`src/include/lspg_pkg.sv`:
```
// Purpose: Constants and types for the status LED pattern generator
// Assumes: 20 MHz system clock, APB register access
// Notes: All pattern times are in milliseconds of the divided tick
package lspg_pkg;
  // System clock and millisecond tick
  localparam int CLK_PERIOD_NS = 50;
  localparam int MS_NS = 1000000;
  localparam int TICK_CYCLES_DEF = MS_NS / CLK_PERIOD_NS;

  // Pattern phase times in ms
  localparam logic [9:0] T_1HZ_MS = 10'h1F4;
  localparam logic [9:0] T_5HZ_MS = 10'h064;
  localparam logic [9:0] T_SYS_ON_MS = 10'h07D;
  localparam logic [9:0] T_SYS_OFF_MS = 10'h177;
  localparam logic [9:0] T_FLICK_MS = 10'h032;
  localparam logic [9:0] T_SELFTEST_MS = 10'h0FA;
  localparam logic [9:0] T_IDENT_MS = 10'h1F4;
  localparam logic [2:0] IDENT_REPEATS = 3'h6;
  // Activity hold: one full flicker period after the last frame
  localparam logic [6:0] TRAFFIC_HOLD_MS = 7'h64;

  // Register map
  localparam logic [11:0] ADDR_CTRL = 12'h000;
  localparam logic [11:0] ADDR_STATUS = 12'h004;
  localparam logic [7:0] CTRL_RESET = 8'h00;
  localparam int CTRL_TASK_LSB = 0;
  localparam int CTRL_ERR_LSB = 2;
  localparam int CTRL_ADAPTER = 4;
  localparam int CTRL_IP = 5;
  localparam int CTRL_TIMEOUT = 6;
  localparam int CTRL_SELFTEST = 7;
  localparam int CTRL_IDENT = 8;
  localparam int STAT_DUO_LSB = 0;
  localparam int STAT_LINK_LSB = 4;
  localparam int STAT_TRAFFIC_LSB = 6;
  localparam int STAT_SEQ_LSB = 8;
  localparam int STAT_IDBUSY = 11;

  typedef enum logic [1:0] {
    TASK_NOT_READY = 2'h0,
    TASK_UNCONFIGURED = 2'h1,
    TASK_WAITING = 2'h2,
    TASK_CONNECTED = 2'h3
  } lspg_task_t;

  typedef enum logic [1:0] {
    ERR_NONE = 2'h0,
    ERR_SYSTEM = 2'h1,
    ERR_COMM = 2'h2,
    ERR_SPARE = 2'h3
  } lspg_err_t;

  typedef enum logic [2:0] {
    C_OFF = 3'h0,
    C_GREEN = 3'h1,
    C_RED = 3'h2,
    C_G_1HZ = 3'h3,
    C_G_5HZ = 3'h4,
    C_R_1HZ = 3'h5,
    C_R_SYS = 3'h6
  } lspg_duo_mode_t;

  typedef enum logic [2:0] {
    SQ_IDLE = 3'h0,
    SQ_TEST_G = 3'h1,
    SQ_TEST_R = 3'h2,
    SQ_TEST_HOLD = 3'h3,
    SQ_ID_R = 3'h4,
    SQ_ID_G = 3'h5,
    SQ_ID_OFF = 3'h6
  } lspg_seq_t;
endpackage

```
`src/design/lspg_tick.sv`:
```
// Purpose: Millisecond tick divider
// Assumes: TICK_CYCLES at least 2
// Notes: Tick is a one-cycle enable pulse
`timescale 1ns/100ps
module lspg_tick
  import lspg_pkg::*;
#(
  parameter int TICK_CYCLES = TICK_CYCLES_DEF
) (
  input wire logic clock,
  input wire logic resetn,
  output logic tick
);
  logic [14:0] cnt_reg;
  logic [14:0] cnt_next;
  logic tick_reg;
  logic tick_next;
  logic wrap;

  always_comb begin
    wrap = (cnt_reg == 15'(TICK_CYCLES - 1));
    cnt_next = wrap ? 15'h0000 : cnt_reg + 15'h0001;
    tick_next = wrap;
  end

  always_ff @(posedge clock) begin
    if (!resetn) begin
      cnt_reg <= 15'h0000;
      tick_reg <= 1'b0;
    end else begin
      cnt_reg <= cnt_next;
      tick_reg <= tick_next;
    end
  end

  assign tick = tick_reg;
endmodule

```
`src/design/lspg_blinker.sv`:
```
// Purpose: On/off phase generator counted in millisecond ticks
// Assumes: on_ms and off_ms non-zero and stable while run is high
// Notes: Restart or run rising always begins with the lit phase
`timescale 1ns/100ps
module lspg_blinker
  import lspg_pkg::*;
(
  input wire logic clock,
  input wire logic resetn,
  input wire logic tick,
  input wire logic run,
  input wire logic restart,
  input wire logic [9:0] on_ms,
  input wire logic [9:0] off_ms,
  output logic lit
);
  logic [9:0] cnt_reg;
  logic [9:0] cnt_next;
  logic on_reg;
  logic on_next;
  logic lit_reg;
  logic lit_next;

  always_comb begin
    cnt_next = cnt_reg;
    on_next = on_reg;
    if (!run || restart) begin
      cnt_next = 10'h000;
      on_next = 1'b1;
    end else if (tick) begin
      if (on_reg && cnt_reg == on_ms - 10'h001) begin
        cnt_next = 10'h000;
        on_next = 1'b0;
      end else if (!on_reg && cnt_reg == off_ms - 10'h001) begin
        cnt_next = 10'h000;
        on_next = 1'b1;
      end else begin
        cnt_next = cnt_reg + 10'h001;
      end
    end
    lit_next = run && on_next;
  end

  always_ff @(posedge clock) begin
    if (!resetn) begin
      cnt_reg <= 10'h000;
      on_reg <= 1'b1;
      lit_reg <= 1'b0;
    end else begin
      cnt_reg <= cnt_next;
      on_reg <= on_next;
      lit_reg <= lit_next;
    end
  end

  assign lit = lit_reg;
endmodule

```
`src/design/lspg_led_ctrl.sv`:
```
// Purpose: Status indicator pattern generator with APB control
// Assumes: Link and frame inputs are asynchronous and synchronised here
// Notes: com0 is run or module state, com1 is error or network state
`timescale 1ns/100ps
module lspg_led_ctrl
  import lspg_pkg::*;
#(
  parameter int TICK_CYCLES = TICK_CYCLES_DEF
) (
  input wire logic clock,
  input wire logic resetn,
  input wire logic psel,
  input wire logic penable,
  input wire logic pwrite,
  input wire logic [11:0] paddr,
  input wire logic [31:0] pwdata,
  output logic [31:0] prdata,
  output logic pready,
  output logic pslverr,
  input wire logic port_a_link,
  input wire logic port_b_link,
  input wire logic port_a_frame,
  input wire logic port_b_frame,
  output logic com0_green,
  output logic com0_red,
  output logic com1_green,
  output logic com1_red,
  output logic port_a_link_led,
  output logic port_b_link_led,
  output logic port_a_traffic_led,
  output logic port_b_traffic_led
);
  logic tick;
  logic [7:0] ctrl_reg, ctrl_next;
  logic ident_reg, ident_next;
  logic [31:0] prdata_reg, prdata_next;
  logic pready_reg, pready_next;
  logic pslverr_reg, pslverr_next;
  logic [3:0] sync1_reg, sync2_reg;
  logic [1:0] link_reg, link_next;
  logic [1:0] traffic;
  lspg_duo_mode_t mode0, mode1, mode0_reg, mode1_reg;
  logic [9:0] on0, off0, on1, off1;
  logic lit0, lit1;
  lspg_seq_t seq_reg, seq_next;
  logic [9:0] ms_reg, ms_next;
  logic [2:0] rep_reg, rep_next;
  logic [3:0] duo_reg, duo_next;
  logic setup, access, st_on, in_test, done;
  logic [9:0] phase_ms;
  lspg_task_t task_sel;
  lspg_err_t err_sel;

  lspg_tick #(.TICK_CYCLES(TICK_CYCLES)) u_tick (
    .clock(clock),
    .resetn(resetn),
    .tick(tick)
  );

  // APB slave, one wait-free access phase
  always_comb begin
    setup = psel && !penable;
    access = psel && penable && pready_reg;
    ctrl_next = ctrl_reg;
    ident_next = 1'b0;
    if (access && pwrite && paddr == ADDR_CTRL) begin
      ctrl_next = pwdata[7:0];
      ident_next = pwdata[CTRL_IDENT];
    end
    pready_next = setup;
    pslverr_next = setup && paddr != ADDR_CTRL && paddr != ADDR_STATUS;
    prdata_next = prdata_reg;
    if (setup) begin
      prdata_next = 32'h00000000;
      if (!pwrite && paddr == ADDR_CTRL) begin
        prdata_next[7:0] = ctrl_reg;
      end else if (!pwrite && paddr == ADDR_STATUS) begin
        prdata_next[STAT_DUO_LSB +: 4] = duo_reg;
        prdata_next[STAT_LINK_LSB +: 2] = link_reg;
        prdata_next[STAT_TRAFFIC_LSB +: 2] = traffic;
        prdata_next[STAT_SEQ_LSB +: 3] = seq_reg;
        prdata_next[STAT_IDBUSY] = seq_reg >= SQ_ID_R;
      end
    end
  end

  always_ff @(posedge clock) begin
    if (!resetn) begin
      ctrl_reg <= CTRL_RESET;
      ident_reg <= 1'b0;
      prdata_reg <= 32'h00000000;
      pready_reg <= 1'b0;
      pslverr_reg <= 1'b0;
    end else begin
      ctrl_reg <= ctrl_next;
      ident_reg <= ident_next;
      prdata_reg <= prdata_next;
      pready_reg <= pready_next;
      pslverr_reg <= pslverr_next;
    end
  end

  // Pin inputs pass two flops before use
  always_ff @(posedge clock) begin
    if (!resetn) begin
      sync1_reg <= 4'h0;
      sync2_reg <= 4'h0;
    end else begin
      sync1_reg <= {port_b_frame, port_a_frame, port_b_link, port_a_link};
      sync2_reg <= sync1_reg;
    end
  end

  always_comb begin
    link_next = sync2_reg[1:0];
  end

  always_ff @(posedge clock) begin
    if (!resetn) begin
      link_reg <= 2'h0;
    end else begin
      link_reg <= link_next;
    end
  end

  // Per-port activity hold and flicker
  for (genvar p = 0; p < 2; p++) begin : g_port
    // Kept per port so each hold has a single writer
    logic [6:0] hold_reg;
    logic [6:0] hold_next;
    always_comb begin
      hold_next = hold_reg;
      if (sync2_reg[2 + p]) begin
        hold_next = TRAFFIC_HOLD_MS;
      end else if (tick && hold_reg != 7'h00) begin
        hold_next = hold_reg - 7'h01;
      end
    end

    always_ff @(posedge clock) begin
      if (!resetn) begin
        hold_reg <= 7'h00;
      end else begin
        hold_reg <= hold_next;
      end
    end

    lspg_blinker u_flick (
      .clock(clock),
      .resetn(resetn),
      .tick(tick),
      .run(hold_reg != 7'h00),
      .restart(1'b0),
      .on_ms(T_FLICK_MS),
      .off_ms(T_FLICK_MS),
      .lit(traffic[p])
    );
  end

  // Indicator state selection
  always_comb begin
    task_sel = lspg_task_t'(ctrl_reg[CTRL_TASK_LSB +: 2]);
    err_sel = lspg_err_t'(ctrl_reg[CTRL_ERR_LSB +: 2]);
    mode0 = C_OFF;
    mode1 = C_OFF;
    if (ctrl_reg[CTRL_ADAPTER]) begin
      mode0 = C_GREEN;
      if (!ctrl_reg[CTRL_IP]) begin
        mode1 = C_OFF;
      end else if (ctrl_reg[CTRL_TIMEOUT]) begin
        mode1 = C_R_1HZ;
      end else begin
        mode1 = C_GREEN;
      end
    end else begin
      case (task_sel)
        TASK_CONNECTED: mode0 = C_GREEN;
        TASK_UNCONFIGURED: mode0 = C_G_1HZ;
        TASK_WAITING: mode0 = C_G_5HZ;
        default: mode0 = C_OFF;
      endcase
      case (err_sel)
        ERR_COMM: mode1 = C_RED;
        ERR_SYSTEM: mode1 = C_R_SYS;
        default: mode1 = C_OFF;
      endcase
    end
    on0 = (mode0 == C_G_5HZ) ? T_5HZ_MS : T_1HZ_MS;
    off0 = on0;
    on1 = (mode1 == C_R_SYS) ? T_SYS_ON_MS : T_1HZ_MS;
    off1 = (mode1 == C_R_SYS) ? T_SYS_OFF_MS : T_1HZ_MS;
  end

  lspg_blinker u_blink0 (
    .clock(clock),
    .resetn(resetn),
    .tick(tick),
    .run(mode0 >= C_G_1HZ),
    .restart(mode0 != mode0_reg),
    .on_ms(on0),
    .off_ms(off0),
    .lit(lit0)
  );

  lspg_blinker u_blink1 (
    .clock(clock),
    .resetn(resetn),
    .tick(tick),
    .run(mode1 >= C_G_1HZ),
    .restart(mode1 != mode1_reg),
    .on_ms(on1),
    .off_ms(off1),
    .lit(lit1)
  );

  // Self-test and identify sequencer
  always_comb begin
    st_on = ctrl_reg[CTRL_ADAPTER] && ctrl_reg[CTRL_SELFTEST];
    in_test = seq_reg == SQ_TEST_G || seq_reg == SQ_TEST_R || seq_reg == SQ_TEST_HOLD;
    phase_ms = (seq_reg >= SQ_ID_R) ? T_IDENT_MS : T_SELFTEST_MS;
    done = tick && ms_reg == phase_ms - 10'h001;
    seq_next = seq_reg;
    rep_next = rep_reg;
    ms_next = tick ? ms_reg + 10'h001 : ms_reg;
    if (st_on && !in_test) begin
      seq_next = SQ_TEST_G;
      ms_next = 10'h000;
    end else if (!st_on && in_test) begin
      seq_next = SQ_IDLE;
    end else begin
      case (seq_reg)
        SQ_IDLE: begin
          ms_next = 10'h000;
          rep_next = 3'h0;
          // Identify only in adapter mode and only from idle
          if (ident_reg && ctrl_reg[CTRL_ADAPTER]) begin
            seq_next = SQ_ID_R;
          end
        end
        SQ_TEST_G: if (done) begin
          seq_next = SQ_TEST_R;
          ms_next = 10'h000;
        end
        SQ_TEST_R: if (done) begin
          seq_next = SQ_TEST_HOLD;
        end
        SQ_TEST_HOLD: ms_next = 10'h000;
        SQ_ID_R: if (done) begin
          seq_next = SQ_ID_G;
          ms_next = 10'h000;
        end
        SQ_ID_G: if (done) begin
          seq_next = SQ_ID_OFF;
          ms_next = 10'h000;
        end
        SQ_ID_OFF: if (done) begin
          ms_next = 10'h000;
          if (rep_reg == IDENT_REPEATS - 3'h1) begin
            seq_next = SQ_IDLE;
          end else begin
            seq_next = SQ_ID_R;
            rep_next = rep_reg + 3'h1;
          end
        end
        default: seq_next = SQ_IDLE;
      endcase
    end
  end

  always_comb begin
    case (seq_reg)
      SQ_TEST_G, SQ_TEST_HOLD, SQ_ID_G: duo_next = 4'h5;
      SQ_TEST_R, SQ_ID_R: duo_next = 4'hA;
      SQ_ID_OFF: duo_next = 4'h0;
      default: begin
        duo_next[0] = mode0 == C_GREEN || ((mode0 == C_G_1HZ || mode0 == C_G_5HZ) && lit0);
        duo_next[1] = 1'b0;
        duo_next[2] = mode1 == C_GREEN;
        duo_next[3] = mode1 == C_RED || ((mode1 == C_R_1HZ || mode1 == C_R_SYS) && lit1);
      end
    endcase
  end

  always_ff @(posedge clock) begin
    if (!resetn) begin
      seq_reg <= SQ_IDLE;
      ms_reg <= 10'h000;
      rep_reg <= 3'h0;
      mode0_reg <= C_OFF;
      mode1_reg <= C_OFF;
      duo_reg <= 4'h0;
    end else begin
      seq_reg <= seq_next;
      ms_reg <= ms_next;
      rep_reg <= rep_next;
      mode0_reg <= mode0;
      mode1_reg <= mode1;
      duo_reg <= duo_next;
    end
  end

  assign prdata = prdata_reg;
  assign pready = pready_reg;
  assign pslverr = pslverr_reg;
  assign com0_green = duo_reg[0];
  assign com0_red = duo_reg[1];
  assign com1_green = duo_reg[2];
  assign com1_red = duo_reg[3];
  assign port_a_link_led = link_reg[0];
  assign port_b_link_led = link_reg[1];
  assign port_a_traffic_led = traffic[0];
  assign port_b_traffic_led = traffic[1];
endmodule

```
`config.mk`:
```
export PLATFORM = sky130hd
export DESIGN_NAME = lspg_led_ctrl
export DESIGN_NICKNAME = d
export VERILOG_FILES = /design/src/include/lspg_pkg.sv /design/src/design/lspg_tick.sv /design/src/design/lspg_blinker.sv /design/src/design/lspg_led_ctrl.sv
export SDC_FILE = /design/constraint.sdc
export NUM_CORES = 1
export LEC_CHECK = 0
export ABC_AREA = 1
export BUFFER_PORTS_ARGS = -buffer_cell sky130_fd_sc_hd__clkbuf_2
export CAP_MARGIN = 30
export CORE_ASPECT_RATIO = 0.5
export CORE_MARGIN = 2
export CORE_UTILIZATION = 40
export CTS_CLUSTER_DIAMETER = 60
export DETAILED_ROUTE_END_ITERATION = 7
export HOLD_SLACK_MARGIN = 0.12
export PLACE_DENSITY = 0.6
export SLEW_MARGIN = 20
export SYNTH_ARGS = -nofsm -noshare
export SYNTH_HDL_FRONTEND = slang
export SYNTH_HIERARCHICAL = 1
export SYNTH_SLANG_ARGS = --single-unit
```
`constraint.sdc`:
```
create_clock -name clock -period 7.65 [get_ports clock]
set_input_delay 0.3825 -clock clock [delete_from_list [all_inputs] [get_ports clock]]
set_output_delay 0.3825 -clock clock [all_outputs]
set_load 0.01 [all_outputs]
```
Word-level counts from Yosys, hierarchy flattened:

Index checks and enable logic that the tools add are counted.

* logic and storage cells: 229
* output and inout port bits: 42
* register bits: 137
* input bits: 53

* $lt $le $gt $ge: 3
* bitwise operators: 4
* add/sub/neg operators: 13
* reduce and logical (&&, ||, !) cells: 73
* multiplexer cells: 59
* eq/ne operators: 44

Operators with widths (count)
* 2-to-1 mux 10 bit: 11
* adder 10 x 1 -> 10 bit (second input constant): 5
* equality test 10 bit: 4
* subtractor 9 x 1 -> 10 bit (second input constant): 4
* 2-to-1 mux 3 bit: 13
* logical AND 1 bit: 30
* 2-to-1 mux 7 bit: 4
* 2-to-1 mux 9 bit: 3
* equality test 3 bit (second input constant): 7
* one-hot mux 3 bit (7 select lines): 1
* equality test 10 x 6 -> 1 bit (second input constant): 2
* one-hot mux 10 bit (2 select lines): 1
* 2-to-1 mux 1 bit: 18
* 2-to-1 mux 8 bit: 2
* inequality test 4 bit (second input constant): 4
* OR reduction 2 bit: 8
* adder 15 x 1 -> 15 bit (second input constant): 1
* equality test 15 bit (second input constant): 1
* inequality test 2 bit (second input constant): 7
* AND reduction 7 bit: 2
* nonzero test 7 bit: 2
* subtractor 7 x 1 -> 7 bit (second input constant): 2
* equality test 12 x 3 -> 1 bit (second input constant): 1
* equality test 3 x 2 -> 1 bit (second input constant): 4
* 26 further kinds: 59

Logic depth before layout (Yosys ltp):

Gate-level depths: netlist of the first run.

* word-level depth: 13
* mapped depth: 22
* depth with buffers taken out: 22

Hierarchy:

The synthesis of the first run kept the hierarchy.

By module, submodules not included
* lspg_blinker: area each 1406.3 um^2, instances 4, cells an instance 230, sequential area each 240.2 um^2
* lspg_led_ctrl: area each 3633.5 um^2, instances 1, cells an instance 508, sequential area each 1461.4 um^2
* lspg_tick: area each 789.5 um^2, instances 1, cells an instance 113, sequential area each 320.3 um^2

Least setup slack after synthesis of the first run:

No wires, ideal clock.

* path type: reg2reg
* start point: reg ctrl_reg[3]
* end point: reg u_blink1.cnt_reg[3]
* path buffers: 0
* data arrival time: 2.432 ns
* period minus slack after synthesis: 2.551 ns
* data required time: 7.531 ns
* library setup time: 0.119 ns
* slack: 5.099 ns
* cell stages (with the launch flop): 22
* path through: dfxtp_1 > inv_1 > ha_1 > nor2_1 > inv_1 > nor2_4 > inv_1 > ha_1 > nand2_1 > inv_1 > nor2_1 > nand2_1 > nor2_1 > nand2_1 > nor2_1 > nand3_2 > nor2_4 > nand2_2 > nand2_2 > nand2_4 > inv_6 > nor2_2

* cells in the longest elaborated chain, start to end: 10
* elaborated cells on any way between the ends: 20
* those cells by class: add/sub (2); order compare (1); eq/ne (6); mux (6); reduce/logical (5)

Ends and longest elaborated chain
* start: declaration: RTL line lspg_led_ctrl.sv:34 `logic [7:0] ctrl_reg, ctrl_next;`
* start signal: assignment: RTL line lspg_led_ctrl.sv:95 `ctrl_reg <= ctrl_next;`
* equality test 2 x 1 -> 1 bit or equality test 2 bit (tied branches): RTL line lspg_led_ctrl.sv:182 `case (err_sel)`
* one-hot mux 3 bit (2 select lines) *: RTL line lspg_led_ctrl.sv:182
* 2-to-1 mux 3 bit *: RTL line lspg_led_ctrl.sv:166 `if (ctrl_reg[CTRL_ADAPTER]) begin`
* equality test 3 bit *: RTL line lspg_led_ctrl.sv:191 `off1 = (mode1 == C_R_SYS) ? T_SYS_OFF_MS : T_1HZ_MS;`
* 2-to-1 mux 8 bit *: RTL line lspg_led_ctrl.sv:191
* net off1[0]: RTL line lspg_led_ctrl.sv:43 `logic [9:0] on0, off0, on1, off1;`
* subtractor 9 x 1 -> 10 bit *: RTL line lspg_blinker.sv:34 `end else if (!on_reg && cnt_reg == off_ms - 10'h001) begin`
* equality test 10 bit *: RTL line lspg_blinker.sv:34
* logical AND 1 bit *: RTL line lspg_blinker.sv:34
* 2-to-1 mux 10 bit *: RTL line lspg_blinker.sv:34
* 2-to-1 mux 10 bit *: RTL line lspg_blinker.sv:31 `if (on_reg && cnt_reg == on_ms - 10'h001) begin`
* end signal: assignment: RTL line lspg_blinker.sv:50 `cnt_reg <= cnt_next;`
* end: declaration: RTL line lspg_blinker.sv:17 `logic [9:0] cnt_reg;`

Mark *: on every way through the listed nets, which the timed path passes. The rest lies on a longest branch.
A chain may end at the register's enable or synchronous reset.

Worst setup path after layout of the first run:

* start point: reg ctrl_reg[3]
* end point: reg u_blink1.cnt_reg[9]

Same word-level chain as after synthesis.

==> run_results.csv, run 1 <==
group,metric,value,unit
setup_path,timing.rr.end,"u_blink1/cnt_reg[9]",
place,dpl.cell_count,2102,
floorplanning,die_h,116,um
worst_hold_path,hold_path.startpoint,"port_a_link",
global_route,grt_pass1_wl,36.0,mm
detailed_routing,vias,8993,
setup_path,endpoint_kind,"flop",
timing,hold_viol,0,
timing,rsz0062_at_grt,"no",
cts,clk_path_buf_depth,2,
setup_path,r2r-start,"ctrl_reg[3]",
place,dp_hpwl,16.3,mm
setup_path,arrival,3.27,ns
global_route,grtUsageTotal,16.5,%
timing,final_max_slew_viol_count,0,
floorplanning,dieArea,26500,sq um
timing,fin_skew,0.00715,ns
floorplanning,coreArea,24300,sq um
synth,synth_flop_cell,"dfxtp_1",
floorplanning,floorplan.rows,40,
synth,ys_seq_area_share,27.3,%
floorplanning,initial_core_util,41.3,%
finish,drive_above_1_share,15.6,%
synth,synthSimpleGateAreaFrac,41.5,%
synth,netlist_area,10000,sq um
timing,setup_viol,0,
worst_hold_path,hold_end,"sync1_reg[0]",
setup_path,critPathKind,"reg -> reg",
floorplanning,die_x,228,um
detailed_routing,wire_per_inst,9.76,um
cts,numCtsBuffers,17,
synth,synthCells,1541,
synth,synth_top_area_cell,"dfxtp_1",
timing,relSlewSlack,41.8,%
detailed_routing,viasPerCell,4.21,
detailed_routing,firstDrtPassIters,5,
synth,yosysMostFrequentCell,"nand2_1",
finish,largest_register_ffs,20,
synth,ys_warn_count,6,
power,power_density,166,nW/um^2
finish,fin_nets,1861,
detailed_routing,routed_wl,20.8,mm
setup_path,r2r_cells,21,
finish,antenna_cells,0,
cts,htreeDepth,4,
worst_hold_path,min_path_cells,3,
place,place_congestion,0.814,
job,max-cap-violations,0,
finish,syn_to_final_growth,18.0,%
power,total_power,1.97,mW
timing,worst_pin_slew,0.873,ns
timing,timing.final.crit_share,38.6,%
setup_path,critPathMaxFanout,13,
timing,timing.final.crit_period,2.96,ns
finish,finalNonFillerCells,2134,
place,portBuffers,51,
detailed_routing,drt_first_iter_violations,398,
synth,synth_top_cell_area_share,27.3,%
cts,cts.sinks,137,
synth,synthAdderAreaFrac,2.74,%
synth,synth_top_family_by_area,"simple AND/OR/NAND/NOR gates",
synth,synth_compound_area_share,8.08,%
detailed_routing,drc_errors,0,
timing,fmax,0.338,GHz
synth,muxShareOfSynthArea,0,%
setup_path,worst_setup_path_start_kind,"flop",
global_route,grt_max_degree,69,
synth,async_flop_share,0,%
power,peakVddDrop,0.000151,V
timing,fin_hold_ws,0.148,ns
cts,clk_latency,0.43,ns
global_route,antenna_found_initial,0,
timing,tns,0,ns
setup_path,ff2ff_setup_slack,4.69,ns
worst_hold_path,hold_path_class,"in -> reg",
setup_path,cpPeakStageDelay,0.34,ns
setup_path,cp_data_required_time,7.97,ns
status,outcome,"completed",
floorplanning,pin_count,95,
cts,clockRootBuffer,"clkbuf_16",
power,p_leak,5.62,nW
global_route,grt_pass1_vias,8083,
synth,synth_edf_count,0,
synth,synth_area_per_cell,6.52,sq um
synth,ys_seq_elements,137,
detailed_routing,postRouteAntennaNets,0,
synth,ys_top_cells_by_area,"dfxtp_1 (27%), nand2_1 (13%), inv_1 (7.7%)",
setup_path,slowest_stage,"ha_1",
cts,cts.reportedPaths.clkPinSlew,0.06,ns
synth,synthTopCellsByCount,"nand2_1 (356), inv_1 (205), nor2_1 (204)",
synth,synthXorXnorAreaFrac,8.19,%
global_route,grt_overflow,0,
cts,cts_tree,"built",
synth,synth_cell_types,44,
setup_path,path_cells,"inv_1 -> ha_1 -> nor2_1 -> inv_1 -> nor2_4 -> inv_1 -> ha_1 -> nand2_1 -> inv_1 -> nor2_1 -> nand2_1 -> nor2_1 -> nand2_1 -> nor2_1 -> nand3_2 -> nor2_4 -> nand2_2 -> nand2_2 -> nand2_4 -> inv_6 -> nor2_2",
==> worst max-delay path by stage <==
stage                 from                   to  slack [ns]
6_report       ctrl_reg[3]  u_blink1/cnt_reg[9]        4.69
5_1_grt        ctrl_reg[3]  u_blink1/cnt_reg[7]        4.39
4_1_cts        ctrl_reg[3]  u_blink1/cnt_reg[7]        4.65
3_5_place_dp   ctrl_reg[3]  u_blink1/cnt_reg[7]        4.67
3_3_place_gp   ctrl_reg[3]  u_blink1/cnt_reg[9]        4.69
2_1_floorplan  ctrl_reg[3]  u_blink1/cnt_reg[3]        5.10
==> metal layers <==
layer | track usage, % | vias up | routed length, um
li1 | - | 5097 | -
met1 | 20.4 | 3812 | 10300
met2 | 29.8 | 68 | 9830
met3 | 3.59 | 16 | 521
met4 | 3.83 | 0 | 190
met5 | 0 | - | 0
==> kinds of logic (layout without fill, tap and decap cells) <==
logic type	count (synthesis)	after routing
flip-flops	137	137
AO/OA/AOI/OAI	139	139
other	2	209
XOR/XNOR	78	78
buffers and inverters	284	334
adder cells (fa/ha/maj)	22	22
AND/OR/NAND/NOR	879	879
==> placed cells by master (no fill, tap or decap), drive strengths merged, types with 4 or more instances in the layout <==
| cell type | instances |
|---|---|
| dfxtp | 137 |
| o211ai | 17 |
| nand3b | 18 |
| a21oi | 61 |
| nand2 | 386 |
| nor3b | 4 |
| or2 | 8 |
| xor2 | 34 |
| clkinv | 7 |
| nor2 | 282 |
| o21bai | 11 |
| nor3 | 16 |
| inv | 252 |
| nand4 | 33 |
| clkbuf | 69 |
| ha | 22 |
| xnor2 | 36 |
| nand3 | 131 |
| conb | 209 |
| xnor3 | 8 |
| a31oi | 4 |
| o21ai | 41 |
==> worst max-delay path: cells and delay by family (launching register included) <==
kind	cells	cell delay, ns
AND/OR/NAND/NOR	14	1.40
adder cells (fa/ha/maj)	2	0.61
buffers and inverters	5	0.50
flip-flops	1	0.33
==> final cells by class <==
| class | instances | area, sq um |
|---|---|---|
| Fill cell | 2581 | 12500 |
| Multi-Input combinational cell | 1327 | 6870 |
| Sequential cell | 137 | 2740 |
| Inverter | 249 | 955 |
| Clock buffer | 18 | 429 |
| Tap cell | 336 | 420 |
| Timing Repair Buffer | 54 | 280 |
| Clock inverter | 13 | 166 |
==> through the flow <==
step           setup WS [ns]  utilization [%]  instance area [sq um]
2_1_floorplan           5.10                -                  10800
3_3_place_gp            4.69             46.3                  11300
3_5_place_dp            4.67             46.3                  11300
4_1_cts                 4.65             48.8                  11900
5_1_grt                 4.39             48.8                  11900
6_report                4.69             48.8                  11900
==> report_power, final <==
part	internal [mW]	switching (mW)	total (mW)
Combinational	0.130	0.228	0.358
Clock	0.514	0.333	0.847
Sequential	0.737	0.0237	0.761
==> what timing repair did <==
action | CTS | global route
hold buffers | 1 | 0
endpoints found under the hold margin | 1 | 0
resized for setup | 0 | 0
setup buffers | 0 | 0
No activity file was read; power rests on OpenSTA's default activity.
==> run 2, diff against run 1 <==
==> constraint.sdc (replaced) <==
create_clock -name clock -period 2.79 [get_ports clock]
set_input_delay 0.1395 -clock clock [delete_from_list [all_inputs] [get_ports clock]]
set_output_delay 0.1395 -clock clock [all_outputs]
set_load 0.01 [all_outputs]
==> run 2 against run 1 <==
  * Routed wire length up 3.2%
  * Worst setup slack worse by 4.5 ns
  * Clock-buffer cell count grew 2
  * Clock skew is 0.0058 ns higher
  * Hold slack gained 0.018 ns
  * Combinational power rose to 2.8 times the previous value
  * Largest cell class unchanged
==> run_results.csv, run 2 (synthesis gave the netlist of run 1 again) <==
group,metric,value,unit
status,outcome,"completed",
cts,cts.sinks,137,
floorplanning,initial_core_util,41.3,%
finish,fin_nets,1891,
finish,drive_above_1_share,16.3,%
cts,clk_path_buf_depth,2,
setup_path,endpoint_kind,"flop",
finish,antenna_cells,0,
finish,fillCellCount,2560,
global_route,grtUsageTotal,17.3,%
floorplanning,die_x,228,um
global_route,grt_overflow,0,
setup_path,cp_data_required_time,3.11,ns
setup_path,critPathMaxFanout,7,
finish,final_cell_mix,"nand2_1 (356), conb_1 (209), inv_1 (204)",
timing,hold_viol,0,
timing,relSlewSlack,66.5,%
finish,syn_to_final_growth,21.0,%
finish,largest_register_ffs,20,
global_route,grt_pass1_vias,8369,
detailed_routing,drc_errors,0,
finish,final_common_cell,"nand2_1",
floorplanning,pin_count,95,
setup_path,cpPeakStageDelay,0.33,ns
timing,fmax,0.393,GHz
cts,numCtsBuffers,17,
timing,setup_viol,0,
detailed_routing,viasPerCell,4.22,
global_route,grt_pass1_wl,37.5,mm
finish,fin_util,50.0,%
timing,timing.final.crit_period,2.55,ns
setup_path,path_delay_family,"simple AND/OR/NAND/NOR gates",
timing,timing.final.crit_share,91.3,%
detailed_routing,firstDrtPassIters,5,
worst_hold_path,hold_path.startpoint,"resetn",
setup_path,critPathBufInv,5,
detailed_routing,routed_wl,21.5,mm
worst_hold_path,hold_path_class,"in -> reg",
place,place_congestion,0.817,
timing,worst_pin_slew,0.501,ns
global_route,grt_max_degree,48,
setup_path,slowest_stage,"dfxtp_1",
setup_path,r2r-start,"ctrl_reg[3]",
timing,fin_skew,0.0129,ns
global_route,antenna_found_initial,0,
place,dp_hpwl,16.7,mm
setup_path,worst_setup_path_start_kind,"flop",
power,p_leak,5.76,nW
cts,clockRootBuffer,"clkbuf_16",
timing,final_max_slew_viol_count,0,
detailed_routing,vias,9141,
cts,htreeDepth,4,
floorplanning,floorplan.rows,40,
setup_path,critPathLaunch,"ctrl_reg[3]",
power,peakVddDrop,0.000316,V
detailed_routing,postRouteAntennaNets,0,
cts,cts.reportedPaths.clkPinSlew,0.07,ns
detailed_routing,drt_first_iter_violations,356,
floorplanning,dieArea,26500,sq um
setup_path,critPathKind,"reg -> reg",
power,power_density,448,nW/um^2
cts,clk_latency,0.44,ns
place,portBuffers,51,
floorplanning,coreArea,24300,sq um
detailed_routing,wire_per_inst,9.93,um
job,max-cap-violations,0,
setup_path,path_cells,"inv_1 -> ha_1 -> nor2_2 -> inv_2 -> nor2_4 -> inv_1 -> ha_1 -> nand2_1 -> inv_1 -> nor2_1 -> nand2_1 -> nor2_1 -> nand2_1 -> nor2_2 -> nand3_2 -> nor2_4 -> nand2_2 -> nand2_2 -> nand2_4 -> inv_8 -> nor2_2",
cts,cts_tree,"built",
power,total_power,5.45,mW
floorplanning,die_h,116,um
setup_path,arrival,2.86,ns
[run 2: worst register-to-register path: stages, from the launching register on]
cell and delay (ns):
dfxtp_1 0.33, inv_1 0.06, ha_1 0.28, nor2_2 0.15, inv_2 0.07, nor2_4 0.16, inv_1 0.08, ha_1 0.31
nand2_1 0.07, inv_1 0.03, nor2_1 0.07, nand2_1 0.05, nor2_1 0.08, nand2_1 0.06, nor2_2 0.08, nand3_2 0.08
nor2_4 0.11, nand2_2 0.07, nand2_2 0.08, nand2_4 0.07, inv_8 0.10, nor2_2 0.04
[run 2: power by group]
group | internal [mW] | leakage (nW) | switching, mW | total [mW]
clock network | 1.44 | 0.293 | 0.911 | 2.35
logic | 0.375 | 4.36 | 0.639 | 1.01
registers | 2.02 | 1.11 | 0.0638 | 2.08
total | 3.84 | 5.76 | 1.61 | 5.45
[run 2: worst paths after layout]
path	slack [ns]	end	cells past startpoint
max	0.24	u_blink1/cnt_reg[9]	21
min	0.17	ident_reg	3
max reg2reg	0.24	u_blink1/cnt_reg[9]	21
min reg2reg	0.42	sync2_reg[2]	2
[run 2: layout make-up]
| cell class | count | area (sq um) | area share [%] |
|---|---|---|---|
| clock buffer | 20 | 447 | 3.67 |
| clock inverter | 12 | 165 | 1.36 |
| inverter | 249 | 957 | 7.87 |
| multi-input combinational | 1327 | 6870 | 56.5 |
| sequential | 137 | 2750 | 22.6 |
| tap | 336 | 420 | 3.46 |
| timing repair buffer | 84 | 556 | 4.57 |
[run 2: metrics by stage]
step                      hold slack, ns  instances  instance area, sq um  TNS (ns)  setup slack [ns]
after floorplan                    0.237       1748                 10800         0             0.239
after global placement             0.337       2114                 11400         0             0.174
after detailed placement           0.329       2114                 11400         0             0.130
after CTS                          0.145       2162                 12100         0             0.108
after global routing               0.162       2165                 12200   -0.0415           -0.0123
final                              0.165       2165                 12200         0             0.243
[run 2: per-layer routing]
layer	wire, um	track usage [%]	up-vias	part of all wire (%)
met5	0	0	-	0
met1	10500	20.8	3887	49
li1	-	-	5167	-
met3	488	3.67	18	2.3
met4	238	4.92	0	1.1
met2	10200	31.4	69	48
[run 2: timing repair]
action,4_1_cts,5_1_grt
hold buffers,16,0
buffers inserted,0,3
endpoints found under the setup margin,0,11
endpoints found under the hold margin,16,0
resized for setup,0,5
